<file path="config.mk">
export PLATFORM = sky130hd
export DESIGN_NAME = lvcd_top
export DESIGN_NICKNAME = d
export VERILOG_FILES = /design/src/verilog/lvcd_pkg.sv /design/src/verilog/lvcd_top.sv
export SDC_FILE = /design/constraint.sdc
export NUM_CORES = 1
export LEC_CHECK = 0
export BUFFER_PORTS_ARGS = -buffer_cell sky130_fd_sc_hd__buf_4
export CAP_MARGIN = 15
export CORE_MARGIN = 2
export CORE_UTILIZATION = 36
export CTS_BUF_LIST = sky130_fd_sc_hd__clkbuf_16
export CTS_CLUSTER_DIAMETER = 60
export DETAILED_ROUTE_END_ITERATION = 8
export PLACE_DENSITY = 0.63
export SYNTH_ARGS = -nofsm -noshare
export SYNTH_HDL_FRONTEND = slang
export SYNTH_SLANG_ARGS = --single-unit
export TNS_END_PERCENT = 20
</file>
<file path="constraint.sdc">
create_clock -name clk -period 3.2 [get_ports clk]
set_input_delay 0.8 -clock clk [delete_from_list [all_inputs] [get_ports clk]]
set_output_delay 0.8 -clock clk [all_outputs]
set_load 0.01 [all_outputs]
</file>
<file path="src/verilog/lvcd_pkg.sv">
// constants for the lvpecl channel divider block
package lvcd_pkg;
    // register indices; byte address is four times the index
    localparam logic [9:0] IDX_CH1_CYCLE_COUNTS   = 10'h193;
    localparam logic [9:0] IDX_CH1_START_PHASE    = 10'h194;
    localparam logic [9:0] IDX_CH1_OUTPUT_ROUTING = 10'h195;
    localparam logic [9:0] IDX_CH2_CYCLE_COUNTS   = 10'h196;
    localparam logic [9:0] IDX_CH2_CONTROL        = 10'h197;
    localparam logic [9:0] IDX_CH2_OUTPUT_ROUTING = 10'h198;
    localparam logic [9:0] IDX_DIST_SOURCE        = 10'h1e1;
    localparam logic [9:0] IDX_STATUS             = 10'h1f0;

    // control register fields
    localparam int BIT_BYPASS      = 7;
    localparam int BIT_IGNORE_SYNC = 6;
    localparam int BIT_FORCE_LEVEL = 5;
    localparam int BIT_START_HIGH  = 4;
    localparam int PHASE_MSB       = 3;
    localparam int PHASE_LSB       = 0;
    // cycle count fields
    localparam int LOW_MSB         = 7;
    localparam int LOW_LSB         = 4;
    localparam int HIGH_MSB        = 3;
    localparam int HIGH_LSB        = 0;
    // routing fields
    localparam int BIT_DIRECT_OUT  = 1;
    localparam int BIT_DUTY_CORRECTION_DISABLE = 0;

    // distribution source select codes
    localparam logic [1:0] SRC_EXT_CLOCK = 2'h0;
    localparam logic [1:0] SRC_NO_EFFECT = 2'h1;
    localparam logic [1:0] SRC_OSC       = 2'h2;

    // reset values
    localparam logic [7:0] RST_CH1_CYCLE_COUNTS   = 8'h00;
    localparam logic [7:0] RST_CH1_START_PHASE    = 8'h00;
    localparam logic [7:0] RST_CH1_OUTPUT_ROUTING = 8'h00;
    localparam logic [7:0] RST_CH2_CYCLE_COUNTS   = 8'h00;
    localparam logic [7:0] RST_CH2_CONTROL        = 8'h80;
    localparam logic [7:0] RST_CH2_OUTPUT_ROUTING = 8'h00;
    localparam logic [1:0] RST_DIST_SOURCE        = 2'h1;

    // axi responses
    localparam logic [1:0] RESP_OKAY   = 2'h0;
    localparam logic [1:0] RESP_SLVERR = 2'h2;
endpackage

</file>
<file path="src/verilog/lvcd_top.sv">
// lvpecl channel divider pair with axi4-lite register slave
// Function
// [RL1] low phase lasts low-count field plus one input clock cycles
// [RL2] high phase lasts high-count field plus one input clock cycles
// [RL3] count zero gives one cycle per phase; both count fields reset to zero
// [RL4] bypass powers down divider and passes input clock to output
// [RL5] second divider comes up bypassed after reset
// [RL6] ignore-sync clear obeys chip sync; set ignores it; resets clear
// [RL7] software sets ignore-sync whenever it uses force level
// [RL8] force-level bit selects static output level; resets to low (code forces high only; clear leaves divider running)
// [RL9] start-level bit picks starting phase high or low; resets low
// [RL10] four-bit phase offset delays the divider output; resets zero
// [RL11] direct-to-output clear drives third pair from second divider
// [RL12] direct-to-output with source 10b routes oscillator straight to pair
// [RL13] direct-to-output with source 00b routes external clock to pair
// [RL14] source 01b makes direct-to-output ineffective; divider keeps driving
// [RL15] routing bit 0 set disables duty correction; clear applies it
// [RL16] first divider offers same direct routing for second pair
// [RL17] first divider start level bit 4, phase offset low nibble, reset zero
// [RL18] first divider comes up active, not bypassed
// [RL19] total ratio is low plus one plus high plus one, 2 to 32
// [RL20] accepted sync restarts count from start level after phase offset
`timescale 1ns/1ps
module lvcd_top #(
    parameter int ADDR_W = 12
) (
    input  wire logic              clk,
    input  wire logic              arst_n,
    input  wire logic [ADDR_W-1:0] s_axi_awaddr,
    input  wire logic              s_axi_awvalid,
    output logic                   s_axi_awready,
    input  wire logic [31:0]       s_axi_wdata,
    input  wire logic [3:0]        s_axi_wstrb,
    input  wire logic              s_axi_wvalid,
    output logic                   s_axi_wready,
    output logic [1:0]             s_axi_bresp,
    output logic                   s_axi_bvalid,
    input  wire logic              s_axi_bready,
    input  wire logic [ADDR_W-1:0] s_axi_araddr,
    input  wire logic              s_axi_arvalid,
    output logic                   s_axi_arready,
    output logic [31:0]            s_axi_rdata,
    output logic [1:0]             s_axi_rresp,
    output logic                   s_axi_rvalid,
    input  wire logic              s_axi_rready,
    input  wire logic              dist_clk,
    input  wire logic              internal_oscillator,
    input  wire logic              ext_clk,
    input  wire logic              chip_sync,
    output logic                   pair_b_out_p,
    output logic                   pair_b_out_n,
    output logic                   pair_c_out_p,
    output logic                   pair_c_out_n,
    output logic [1:0]             duty_correct_on
);

    typedef struct packed {
        logic [7:0]        ch1_cnt;
        logic [7:0]        ch1_ctl;
        logic [7:0]        ch1_rt;
        logic [7:0]        ch2_cnt;
        logic [7:0]        ch2_ctl;
        logic [7:0]        ch2_rt;
        logic [1:0]        src;
        logic [2:0]        din_s;
        logic [2:0]        osc_s;
        logic [2:0]        ext_s;
        logic [2:0]        sync_s;
        logic [1:0]        lvl;
        logic [1:0][3:0]   cnt;
        logic [1:0][3:0]   wait_cnt;
        logic [1:0]        out;
        logic              aw_ok;
        logic [ADDR_W-1:0] awaddr;
        logic              w_ok;
        logic [7:0]        wdata;
        logic              wlane;
        logic              bvalid;
        logic [1:0]        bresp;
        logic              rvalid;
        logic [1:0]        rresp;
        logic [7:0]        rdata;
    } lvcd_state_type;

    lvcd_state_type st_q;
    lvcd_state_type st_d;

    logic [1:0][7:0] cnt_reg;
    logic [1:0][7:0] ctl_reg;
    logic [1:0][7:0] rt_reg;
    logic [1:0]      div_lvl;
    logic            din_rise;
    logic            sync_on;
    logic            sync_rise;
    logic [9:0]      w_idx;
    logic [9:0]      r_idx;
    logic [3:0]      limit;
    logic            w_fire;
    logic            r_fire;

    assign cnt_reg = {st_q.ch2_cnt, st_q.ch1_cnt};
    assign ctl_reg = {st_q.ch2_ctl, st_q.ch1_ctl};
    assign rt_reg  = {st_q.ch2_rt, st_q.ch1_rt};

    // edge detects read only the second stage and its follower
    assign din_rise  = st_q.din_s[1] & ~st_q.din_s[2];
    assign sync_on   = st_q.sync_s[1];
    assign sync_rise = st_q.sync_s[1] & ~st_q.sync_s[2];

    assign w_idx  = st_q.awaddr[11:2];
    assign r_idx  = s_axi_araddr[11:2];
    assign w_fire = st_q.aw_ok & st_q.w_ok & ~st_q.bvalid;
    assign r_fire = s_axi_arvalid & ~st_q.rvalid;

    assign s_axi_awready = ~st_q.aw_ok & ~st_q.bvalid;
    assign s_axi_wready  = ~st_q.w_ok & ~st_q.bvalid;
    assign s_axi_arready = ~st_q.rvalid;
    assign s_axi_bvalid  = st_q.bvalid;
    assign s_axi_bresp   = st_q.bresp;
    assign s_axi_rvalid  = st_q.rvalid;
    assign s_axi_rresp   = st_q.rresp;
    assign s_axi_rdata   = {24'h000000, st_q.rdata};

    assign pair_b_out_p = st_q.out[0];
    assign pair_b_out_n = ~st_q.out[0];
    assign pair_c_out_p = st_q.out[1];
    assign pair_c_out_n = ~st_q.out[1];

    // [RL15] duty correction flags
    assign duty_correct_on[0] = ~st_q.ch1_rt[lvcd_pkg::BIT_DUTY_CORRECTION_DISABLE];
    assign duty_correct_on[1] = ~st_q.ch2_rt[lvcd_pkg::BIT_DUTY_CORRECTION_DISABLE];

    always_comb
    begin
        st_d     = st_q;
        div_lvl  = 2'h0;
        limit    = 4'h0;

        // pins are outside the clock domain
        st_d.din_s  = {st_q.din_s[1:0], dist_clk};
        st_d.osc_s  = {st_q.osc_s[1:0], internal_oscillator};
        st_d.ext_s  = {st_q.ext_s[1:0], ext_clk};
        st_d.sync_s = {st_q.sync_s[1:0], chip_sync};

        for (int i = 0; i < 2; i++)
        begin
            if (ctl_reg[i][lvcd_pkg::BIT_BYPASS])
            begin
                // [RL4] counters held idle while bypassed
                st_d.lvl[i]      = 1'b0;
                st_d.cnt[i]      = 4'h0;
                st_d.wait_cnt[i] = 4'h0;
                div_lvl[i]       = st_q.din_s[1];
            end
            else
            begin
                // [RL6] sync honoured only with ignore-sync clear
                if (~ctl_reg[i][lvcd_pkg::BIT_IGNORE_SYNC] && (sync_on || sync_rise))
                begin
                    // [RL9] [RL20] restart at start level, offset armed
                    st_d.lvl[i]      = ctl_reg[i][lvcd_pkg::BIT_START_HIGH];
                    st_d.cnt[i]      = 4'h0;
                    st_d.wait_cnt[i] = ctl_reg[i][lvcd_pkg::PHASE_MSB:lvcd_pkg::PHASE_LSB];
                end
                else if (din_rise)
                begin
                    // [RL1] [RL2] phase length from count fields
                    limit = st_q.lvl[i] ? cnt_reg[i][lvcd_pkg::HIGH_MSB:lvcd_pkg::HIGH_LSB]
                                        : cnt_reg[i][lvcd_pkg::LOW_MSB:lvcd_pkg::LOW_LSB];
                    if (st_q.wait_cnt[i] != 4'h0)
                    begin
                        // [RL10] phase offset delay
                        st_d.wait_cnt[i] = st_q.wait_cnt[i] - 4'h1;
                    end
                    else if (st_q.cnt[i] >= limit)
                    begin
                        // [RL3] [RL19] zero count toggles every edge
                        // >= so a count lowered mid-phase cannot run on to wrap
                        st_d.lvl[i] = ~st_q.lvl[i];
                        st_d.cnt[i] = 4'h0;
                    end
                    else
                    begin
                        st_d.cnt[i] = st_q.cnt[i] + 4'h1;
                    end
                end
                // [RL8] static force high needs ignore-sync
                if (ctl_reg[i][lvcd_pkg::BIT_IGNORE_SYNC] && ctl_reg[i][lvcd_pkg::BIT_FORCE_LEVEL])
                begin
                    div_lvl[i] = 1'b1;
                end
                else
                begin
                    div_lvl[i] = st_q.lvl[i];
                end
            end

            // [RL11] [RL14] [RL16] direct routing select
            if (rt_reg[i][lvcd_pkg::BIT_DIRECT_OUT] && st_q.src == lvcd_pkg::SRC_OSC)
            begin
                // [RL12] oscillator straight out
                st_d.out[i] = st_q.osc_s[1];
            end
            else if (rt_reg[i][lvcd_pkg::BIT_DIRECT_OUT] && st_q.src == lvcd_pkg::SRC_EXT_CLOCK)
            begin
                // [RL13] external clock straight out
                st_d.out[i] = st_q.ext_s[1];
            end
            else
            begin
                st_d.out[i] = div_lvl[i];
            end
        end

        // write address and data taken in either order
        if (s_axi_awvalid && s_axi_awready)
        begin
            st_d.aw_ok  = 1'b1;
            st_d.awaddr = s_axi_awaddr;
        end
        if (s_axi_wvalid && s_axi_wready)
        begin
            st_d.w_ok  = 1'b1;
            st_d.wdata = s_axi_wdata[7:0];
            st_d.wlane = s_axi_wstrb[0];
        end
        if (w_fire)
        begin
            st_d.aw_ok  = 1'b0;
            st_d.w_ok   = 1'b0;
            st_d.bvalid = 1'b1;
            st_d.bresp  = lvcd_pkg::RESP_OKAY;
            // upper address bits outside the map decode as unmapped
            if (st_q.awaddr[ADDR_W-1:2] != {{(ADDR_W-12){1'b0}}, w_idx})
            begin
                st_d.bresp = lvcd_pkg::RESP_SLVERR;
            end
            else
            begin
                case (w_idx)
                    lvcd_pkg::IDX_CH1_CYCLE_COUNTS:
                        if (st_q.wlane) st_d.ch1_cnt = st_q.wdata;
                    lvcd_pkg::IDX_CH1_START_PHASE:
                        // [RL17] start level and offset of first divider
                        if (st_q.wlane) st_d.ch1_ctl = st_q.wdata;
                    lvcd_pkg::IDX_CH1_OUTPUT_ROUTING:
                        if (st_q.wlane) st_d.ch1_rt = {6'h00, st_q.wdata[1:0]};
                    lvcd_pkg::IDX_CH2_CYCLE_COUNTS:
                        if (st_q.wlane) st_d.ch2_cnt = st_q.wdata;
                    lvcd_pkg::IDX_CH2_CONTROL:
                        if (st_q.wlane) st_d.ch2_ctl = st_q.wdata;
                    lvcd_pkg::IDX_CH2_OUTPUT_ROUTING:
                        if (st_q.wlane) st_d.ch2_rt = {6'h00, st_q.wdata[1:0]};
                    lvcd_pkg::IDX_DIST_SOURCE:
                        if (st_q.wlane) st_d.src = st_q.wdata[1:0];
                    lvcd_pkg::IDX_STATUS:
                        st_d.bresp = lvcd_pkg::RESP_OKAY;
                    default:
                        st_d.bresp = lvcd_pkg::RESP_SLVERR;
                endcase
            end
        end
        if (st_q.bvalid && s_axi_bready)
        begin
            st_d.bvalid = 1'b0;
        end

        if (r_fire)
        begin
            st_d.rvalid = 1'b1;
            st_d.rresp  = lvcd_pkg::RESP_OKAY;
            st_d.rdata  = 8'h00;
            if (s_axi_araddr[ADDR_W-1:2] != {{(ADDR_W-12){1'b0}}, r_idx})
            begin
                st_d.rresp = lvcd_pkg::RESP_SLVERR;
            end
            else
            begin
                case (r_idx)
                    lvcd_pkg::IDX_CH1_CYCLE_COUNTS:   st_d.rdata = st_q.ch1_cnt;
                    lvcd_pkg::IDX_CH1_START_PHASE:    st_d.rdata = st_q.ch1_ctl;
                    lvcd_pkg::IDX_CH1_OUTPUT_ROUTING: st_d.rdata = st_q.ch1_rt;
                    lvcd_pkg::IDX_CH2_CYCLE_COUNTS:   st_d.rdata = st_q.ch2_cnt;
                    lvcd_pkg::IDX_CH2_CONTROL:        st_d.rdata = st_q.ch2_ctl;
                    lvcd_pkg::IDX_CH2_OUTPUT_ROUTING: st_d.rdata = st_q.ch2_rt;
                    lvcd_pkg::IDX_DIST_SOURCE:        st_d.rdata = {6'h00, st_q.src};
                    lvcd_pkg::IDX_STATUS:
                        st_d.rdata = {5'h00, sync_on, st_q.out};
                    default:
                        st_d.rresp = lvcd_pkg::RESP_SLVERR;
                endcase
            end
        end
        else if (st_q.rvalid && s_axi_rready)
        begin
            st_d.rvalid = 1'b0;
        end
    end

    always_ff @(posedge clk or negedge arst_n)
    begin
        if (!arst_n)
        begin
            st_q          <= '0;
            // [RL3] count fields reset to zero
            st_q.ch1_cnt  <= lvcd_pkg::RST_CH1_CYCLE_COUNTS;
            st_q.ch2_cnt  <= lvcd_pkg::RST_CH2_CYCLE_COUNTS;
            // [RL18] first divider active after reset
            st_q.ch1_ctl  <= lvcd_pkg::RST_CH1_START_PHASE;
            st_q.ch1_rt   <= lvcd_pkg::RST_CH1_OUTPUT_ROUTING;
            // [RL5] second divider starts bypassed
            st_q.ch2_ctl  <= lvcd_pkg::RST_CH2_CONTROL;
            st_q.ch2_rt   <= lvcd_pkg::RST_CH2_OUTPUT_ROUTING;
            st_q.src      <= lvcd_pkg::RST_DIST_SOURCE;
        end
        else
        begin
            st_q <= st_d;
        end
    end

endmodule // lvcd_top

</file>
---- Yosys cells after proc, flatten, opt, wreduce, memory -nomap -nowiden ----
Cells that the tools add are included.
operators by class
  add/sub/neg operators ................... 4
  magnitude comparators ................... 2
  equality and inequality tests ........... 19
  multiplexer cells ....................... 49
  bitwise gates (word level) .............. 21
  reductions and logical operators ........ 41
operators by type and width
  cell                                                   count
  equality test 10 x 9 -> 1 bit (second input constant)  16
  2-to-1 mux 4 bit                                       20
  case mux 8 bit (8 select lines)                        1
  AND reduction 3 bit                                    9
  2-to-1 mux 1 bit                                       23
  nonzero test 3 bit                                     6
  OR reduction 8 bit                                     2
  NOT 1 bit                                              14
  2-to-1 mux 13 bit                                      1
  logical AND 1 bit                                      12
  2-to-1 mux 10 bit                                      1
  adder 4 x 1 -> 4 bit (second input constant)           2
  greater-or-equal comparator 4 bit                      2
  AND reduction 2 bit                                    4
  nonzero test 2 bit                                     4
  nonzero test 4 bit                                     2
  subtractor 4 x 1 -> 4 bit (second input constant)      2
  AND 1 bit                                              7
  inequality test 3 bit (second input constant)          2
  2-to-1 mux 2 bit                                       2
  2-to-1 mux 3 bit                                       1
  equality test 2 bit (second input constant)            1
  zero test 2 bit                                        1
  logical OR 1 bit                                       1
storage, ports and cells
  register bits ........................... 105
  bits of input ports ..................... 71
  output and inout bits ................... 47
  word-level logic and storage cells ...... 164

---- Depth between registers and ports, before layout ----
Gate-level depths: netlist of the first run.
  word-level depth ........................ 7
  gate-level depth with buffers ........... 8

---- Worst setup path after synthesis of the first run ----
No wires, ideal clock.
  path kind ............................... input port to flip-flop
  start ................................... input s_axi_araddr[3]
  end ..................................... register st_q (netlist bit s_axi_rdata[0])
  library setup time ...................... 83 ps
  arrival ................................. 2184 ps
  required time ........................... 3117 ps
  path slack .............................. 933 ps
  stages on the path ...................... 6
  path buffers ............................ 1
  cell sequence ........................... clkbuf_1 nor4b_1 o21bai_1 nor3b_1 a21oi_1 o21ai_0
between the ends
  longest elaborated chain between the ends .. 2
RTL lines
  what                                 line             text
  from (decl)                          lvcd_top.sv:39   input wire logic [ADDR_W-1:0] s_axi_araddr,
  equality test 10 x 9 -> 1 bit        lvcd_top.sv:279  case (r_idx)
  case mux 8 bit (8 select lines) (*)  lvcd_top.sv:279
  to (signal assigned)                 lvcd_top.sv:318  st_q <= st_d;
  to (decl)                            lvcd_top.sv:85   lvcd_state_type st_q;
Mark *: on every way between the ends. The rest lies on a longest branch, timed or not.
A chain may end at the register's enable or synchronous reset.

---- Worst setup path after layout of the first run ----
  start ................................... register st_q[30] in the netlist's numbering
  end ..................................... register st_q (netlist bit ctl_reg[7])
between the ends
  longest elaborated chain between the ends .. 2
RTL lines
  what                           line             text
  equality test 10 x 9 -> 1 bit  lvcd_top.sv:240  case (w_idx)
  AND reduction 3 bit (no line)  n/a
Every way passes these cells.

==> results of run 1 <==
-- cell families (layout without fill, tap and decap cells) --
family                   after synthesis  after routing  synth area share
other                                  1             26         0.0007206
AO/OA/AOI/OAI                         77             77            0.1020
buffers and inverters                 68             97           0.07646
XOR/XNOR                               8              8           0.01347
multiplexers                          77             77            0.1690
flip-flops                           100            100            0.4814
AND/OR/NAND/NOR                      112            112            0.1233
adder cells (fa/ha/maj)               14             14           0.03366
-- through the flow --
stage | setup slack [ps] | instance area, um^2
2_1_floorplan | 933.2 | 5298
3_3_place_gp | 831.0 | 5678
3_5_place_dp | 803.5 | 5678
4_1_cts | 755.7 | 5952
5_1_grt | 651.4 | 5952
6_report | 761.7 | 5952
-- routing by layer --
metal  vias to the layer above  global-route usage  share of wire
li1                       1680                   -              -
met2                       109              0.2240           0.44
met4                         0             0.03635         0.0099
met3                        10             0.03873          0.057
met1                      1715              0.2192           0.50
met5                         -                   0              0
-- area by class of cell --
cell class                      count  share of cell area
Inverter                           18             0.01135
Tap cell                          180             0.03784
Clock inverter                      7            0.008198
Sequential cell                   100              0.4209
Multi-Input combinational cell    314              0.4024
Clock buffer                        9             0.03784
Timing Repair Buffer               63             0.08156
-- placed cells by master, fill, tap and decap left out, types with 3 or more instances in the layout --
cell / synthesis / final
conb_1: 1 / 26
nor2_1: 27 / 27
a221o_1: 4 / 4
clkbuf_16: 0 / 9
nand3b_1: 3 / 3
mux2_2: 55 / 55
nor3_1: 11 / 11
nand2_1: 19 / 19
or3_1: 5 / 5
dfrtp_1: 98 / 98
o21ai_0: 20 / 20
a22oi_1: 5 / 5
nor3b_1: 3 / 3
ha_1: 14 / 14
nor2b_1: 10 / 10
buf_4: 36 / 62
mux2i_1: 14 / 14
xor2_1: 3 / 3
xnor2_1: 5 / 5
inv_1: 18 / 18
nor4_1: 4 / 4
a22o_1: 9 / 9
a21oi_1: 10 / 10
nand3_1: 4 / 4
nand2b_1: 7 / 7
a211oi_1: 10 / 10
mux2_4: 8 / 8
-- worst paths after layout --
path,slack (ps),cells after the start,endpoint,from
worst max-delay path,760,5,ctl_reg[7],st_q[30]
worst min-delay path,350,0,st_d[62],st_d[61]
worst max register to register,760,5,ctl_reg[7],st_q[30]
worst min register to register,350,0,st_d[62],st_d[61]
max in group asynchronous,2060,2,ctl_reg[15],arst_n
min in group asynchronous,410,1,st_d[58],arst_n
-- critical path, delay by kind of cell (launching register included) --
family           cells  cell delay, ps
DFF                  1             400
and+or+nand+nor      4            1520
muxes                1             390
-- power breakdown --
part           total, mW  switching (mW)  internal, mW
clock               1.01           0.479         0.530
combinational      0.612           0.284         0.328
sequential          1.68           0.240          1.44
total               3.31            1.00          2.30
==> impl_metrics.toml, run 1 <==
[placement]
dp.cells = 675
globalplace.congestion = 0.8639
numPortBuffers = 60
dp_hpwl_mm = 8.443

[pwr]
power.total_mw = 3.305
powerDensity_nw_per_um2 = 555.3
power.static_leakage_nw = 2.761
vdd_drop_max_uv = 405.2

[cells_and_area]
n_fill_cell = 1360
drive_above_1_share = 0.2955
fin_cells = 691
final_core_utilization = 0.4255
seq_area_um2 = 2505
multi_input_area_um2 = 2395
largest_register_ffs = 42
synthToLayoutAreaGrowth_pct = 14.38
layout.nets = 591
diodes = 0

[sta]
maxSlewHeadroom = 0.4983
setup_tns_ps = 0
period_needed_ps = 2438
whs_ps = 345.6
slew_violations = 0
hold_violations = 0
max_clock_freq_ghz = 0.4101
post-route-period-util = 0.7620
tightest_slew_ps = 742.1
skew_ps = 8.106
rsz0062_at_grt = "false"
setup_viol = 0

[setup_path]
max_stage_delay_ps = 620
crit_path_end_kind = "flop"
worst_setup_path_start_kind = "flop"
cp.required_ps = 3430
critPathSlowestCell = "or3_1"
path_cells = "or3b_4, nor4_4, nand3b_2, or3_1, mux2_4"
worstPathMaxFanout = 8
crit_type = "flop to flop"
arrival_ps = 2670

[drt]
vias_per_cell = 5.085
wl_mm = 11.20
wl_per_cell_um = 16.21
dr.pass1.iters = 4
via_count = 3514
drc = 0
drt-initial-drc-count = 197
antenna_left = 0

[floorplan]
die_w_um = 124.2
num_rows = 43
die_area_um2 = 15430
start_util = 0.3720
die_h_um = 124.2
core_um2 = 13990
ios = 118

[logic_synthesis]
ys_ff_latch = 100
ys_seq_area_frac = 0.4814
synthFlopType = "dfrtp_1"
synth_area_um2 = 5204
syn_inst = 457
yosys_warnings = 0
yosys.area.top_type_share = 0.4713
synth_edf_count = 0
synth_cell_types = 60
synth_top_area_cell = "dfrtp_1"
syn_area_per_cell_um2 = 11.39
synthTopCellsByCount = "dfrtp_1 (98), mux2_2 (55), buf_4 (36), nor2_1 (27), o21ai_0 (20)"
synthArstFlopShare = 1.000
synth_area_leaders = "dfrtp_1 (47%), mux2_2 (12%), buf_4 (5.2%)"
yosysMostFrequentCell = "dfrtp_1"

[grt]
grt_pass1_wl_mm = 18.66
grt_usage = 0.1504
overflow = 0
antenna_found_initial = 0
grt_pass1_vias = 3471
grt_max_degree = 63

[clocking]
clkTransAtPathRegs_ps = 70
clockBufferDepth = 2
cts_tree = "yes"
cts_resized = 0
cts-htree-levels = 3
post_cts_buffers = 0
postCtsHoldBufs = 0
cts.root.buffer_cell = "clkbuf_16"
cts_made_buffers = 9
cts_num_sinks = 100
clock_latency_ps = 340

[run]
cap_violations = 0

[hold_path]
hp-class = "flop to flop"

[status]
status = "finished, final reports clean"
Power figures use the tool's default switching activity.
==> run 2: changes to the inputs <==
--- a/config.mk
+++ b/config.mk
@@ -5,6 +5,7 @@
 export SDC_FILE = /design/constraint.sdc
 export NUM_CORES = 1
 export LEC_CHECK = 0
+export ABC_AREA = 1
 export BUFFER_PORTS_ARGS = -buffer_cell sky130_fd_sc_hd__buf_4
 export CAP_MARGIN = 15
 export CORE_MARGIN = 2
@@ -12,7 +13,7 @@
 export CTS_BUF_LIST = sky130_fd_sc_hd__clkbuf_16
 export CTS_CLUSTER_DIAMETER = 60
 export DETAILED_ROUTE_END_ITERATION = 8
-export PLACE_DENSITY = 0.63
+export PLACE_DENSITY = 0.65
 export SYNTH_ARGS = -nofsm -noshare
 export SYNTH_HDL_FRONTEND = slang
 export SYNTH_SLANG_ARGS = --single-unit
==> constraint.sdc (replaced) <==
create_clock -name clk -period 2.07 [get_ports clk]
set_input_delay 0.5175 -clock clk [delete_from_list [all_inputs] [get_ports clk]]
set_output_delay 0.5175 -clock clk [all_outputs]
set_load 0.01 [all_outputs]
==> run 2 against run 1 <==
  * Count of clock-buffer cells in the layout unchanged
  * Utilization up 0.11 points
  * Final cell count rose by 28%
  * Combinational power increased by 100%
  * Area after synthesis rose by 4.3%
  * Die area grew 4.2%
  * Synthesized cell count rose by 40%
  * Clock skew grew 2.6 ps
  * Routed wire length rose by 7.5%
  * Non-clock buffer count grew 10
  * Critical path type unchanged
  * Largest power group unchanged
==> impl_metrics.toml, run 2 <==
[grt]
grt_pass1_vias = 3852
antenna_found_initial = 0
grt.busiest_layer = "met2"
grt_usage = 0.1518
global_route.usage.met2 = 0.2343
grtUsageMet3 = 0.03163
grt_max_degree = 36
overflow = 0
use_met1 = 0.2212
grt_pass1_wl_mm = 19.59

[sta]
rsz0062_at_grt = "false"
setup_viol = 0
period_needed_ps = 1704
hold_violations = 0
post-route-period-util = 0.8233
slew_violations = 0
max_clock_freq_ghz = 0.5868
setup_tns_ps = 0
skew_ps = 10.70

[cells_and_area]
seq_area_um2 = 2505
diodes = 0
fin_area_um2 = 6247
final_core_utilization = 0.4266
n_fill_cell = 1463
layout.nets = 783
final_common_cell = "nand2_1"
layout_common_cells = "nand2_1 (135), dfrtp_1 (98), buf_4 (71)"
multi_input_area_um2 = 2420
fin_cells = 887
drive_above_1_share = 0.2077
largest_register_ffs = 42
synthToLayoutAreaGrowth_pct = 15.07

[pwr]
power.total_mw = 5.235
vdd_drop_max_uv = 616.9
swShare = 0.3346
sequentialPowerShare = 0.458
clockPowerShare = 0.302
p_sw_mw = 1.751
combPwrFrac = 0.240
intPower_mw = 3.484
powerDensity_nw_per_um2 = 838.0
power.static_leakage_nw = 3.087

[floorplan]
num_rows = 44
ios = 118
start_util = 0.3707
die_area_um2 = 16080
core_um2 = 14640
die_h_um = 126.8
die_w_um = 126.8

[setup_path]
path_buf_inv = 0
critPathSlowestCell = "dfrtp_1"
worstPathMaxFanout = 16
crit_type = "flop to flop"
max_stage_delay_ps = 400
cp_top_family = "simple AND/OR/NAND/NOR gates"
worst_setup_path_start_kind = "flop"
path_cells = "nor2_1, nand3_2, nor4_4, nand2_2, nand2_1, o21ai_2"
arrival_ps = 1920
crit_path_end_kind = "flop"
cp.required_ps = 2290

[logic_synthesis]
synth_top_area_cell = "dfrtp_1"
synth_edf_count = 0
yosys.area.top_type_share = 0.4517
synth-compound-area-share = 0.1240
synth_cell_types = 40
yosys_warnings = 0
synth_fa_ha_area_frac = 0.03227
synth_simple_gate_area_share = 0.2450
ys_ff_latch = 100
synthArstFlopShare = 1.000
synthFlopType = "dfrtp_1"
ys_seq_area_frac = 0.4614
synth_area_um2 = 5429
syn_inst = 638
synth_area_leaders = "dfrtp_1 (45%), nand2_1 (9.3%), buf_4 (5.0%)"
synth_mux_area_frac = 0.01959
synth_xor_area_frac = 0.006453
syn_area_per_cell_um2 = 8.509
yosysMostFrequentCell = "nand2_1"
synth_top_family_by_area = "simple AND/OR/NAND/NOR gates"
synthTopCellsByCount = "nand2_1 (135), dfrtp_1 (98), inv_1 (62), nor2_1 (60), o21ai_0 (37)"

[placement]
dp.cells = 871
dp_hpwl_mm = 9.299
place_area_um2 = 5972
globalplace.congestion = 0.8412
numPortBuffers = 60

[clocking]
clockBufferDepth = 2
clkTransAtPathRegs_ps = 80
cts_resized = 0
cts.root.buffer_cell = "clkbuf_16"
cts-htree-levels = 3
cts_made_buffers = 9
postCtsHoldBufs = 0
clock_latency_ps = 340
cts_tree = "yes"
post_cts_buffers = 0
cts_num_sinks = 100

[drt]
dr.pass1.iters = 5
wl_mm = 12.04
drc = 0
vias_per_cell = 4.859
antenna_left = 0
via_count = 4310
wl_per_cell_um = 13.57
drt-initial-drc-count = 310

[run]
cap_violations = 0

[status]
status = "finished, final reports clean"

[hold_path]
hp-class = "input pin to async pin"
==> run 2: changes by cell type in the layout (fill, tap and decap cells not counted), moves of 17 or more <==
cell / before / now
nand4_1: 1 / 32
nor2_1: 27 / 59
o21ai_0: 20 / 37
inv_1: 18 / 63
o21ai_2: 0 / 28
mux2_2: 55 / 5
nand2_1: 19 / 135
nand3_1: 4 / 35
==> run 2: worst paths after layout <==
check	start	to	slack, ps	cells past startpoint
setup / recovery	st_q[32]	cnt_reg[8]	370	6
hold / removal	arst_n	cnt_reg[14]	140	1
setup reg to reg	st_q[32]	cnt_reg[8]	370	6
hold reg to reg	st_d[58]	st_d[59]	350	0
max in group asynchronous	arst_n	st_q[16]	1370	2
min in group clk	dist_clk	st_d[67]	280	1
==> run 2: layout make-up <==
type,instances,area share
tap,184,0.03685
multi-input combinational,449,0.3873
clock buffer,9,0.03605
inverter,65,0.03905
clock inverter,7,0.008011
timing repair buffer,73,0.09173
sequential,100,0.4010
==> run 2: power by group through the flow <==
stage | clock network (mW) | registers (mW) | logic (mW)
6_report | 1.58 | 2.40 | 1.25
5_1_grt | 1.71 | 2.43 | 1.41
4_1_cts | 1.62 | 2.40 | 1.27
3_5_place_dp | 0 | 2.44 | 1.27
3_3_place_gp | 0 | 2.43 | 1.25
2_1_floorplan | 0 | 2.40 | 0.895
==> run 2: through the flow <==
stage	hold slack (ps)	setup slack [ps]
5_1_grt	156.0	171.7
6_report	135.2	365.8
3_3_place_gp	333.2	312.0
3_5_place_dp	334.7	272.2
2_1_floorplan	221.9	445.3
4_1_cts	148.3	355.9
==> run 2: kinds of logic (layout without fill, tap and decap cells) <==
kind of cell | Yosys count | in the layout
DFF | 100 | 100
muxes | 10 | 10
and+or+nand+nor | 288 | 288
adders and majority gates | 14 | 14
AOI/OAI and AO/OA | 107 | 107
buffers and inverters | 114 | 154
other | 1 | 26
xor gates and xnor gates | 4 | 4
==> run 2: per-layer routing <==
layer	vias to the layer above	routed length (um)	part of all wire
met2	123	5389	0.45
li1	2195	-	-
met5	-	0	0
met3	14	558	0.046
met1	1978	5968	0.50
met4	0	119	0.0099
==> run 2: worst reg2reg max path, cell delays in order, from the launching register on <==
cell     delay, ps
dfrtp_1        400
nor2_1         120
nand3_2        110
nor4_4         320
nand2_2        380
nand2_1        190
o21ai_2         70
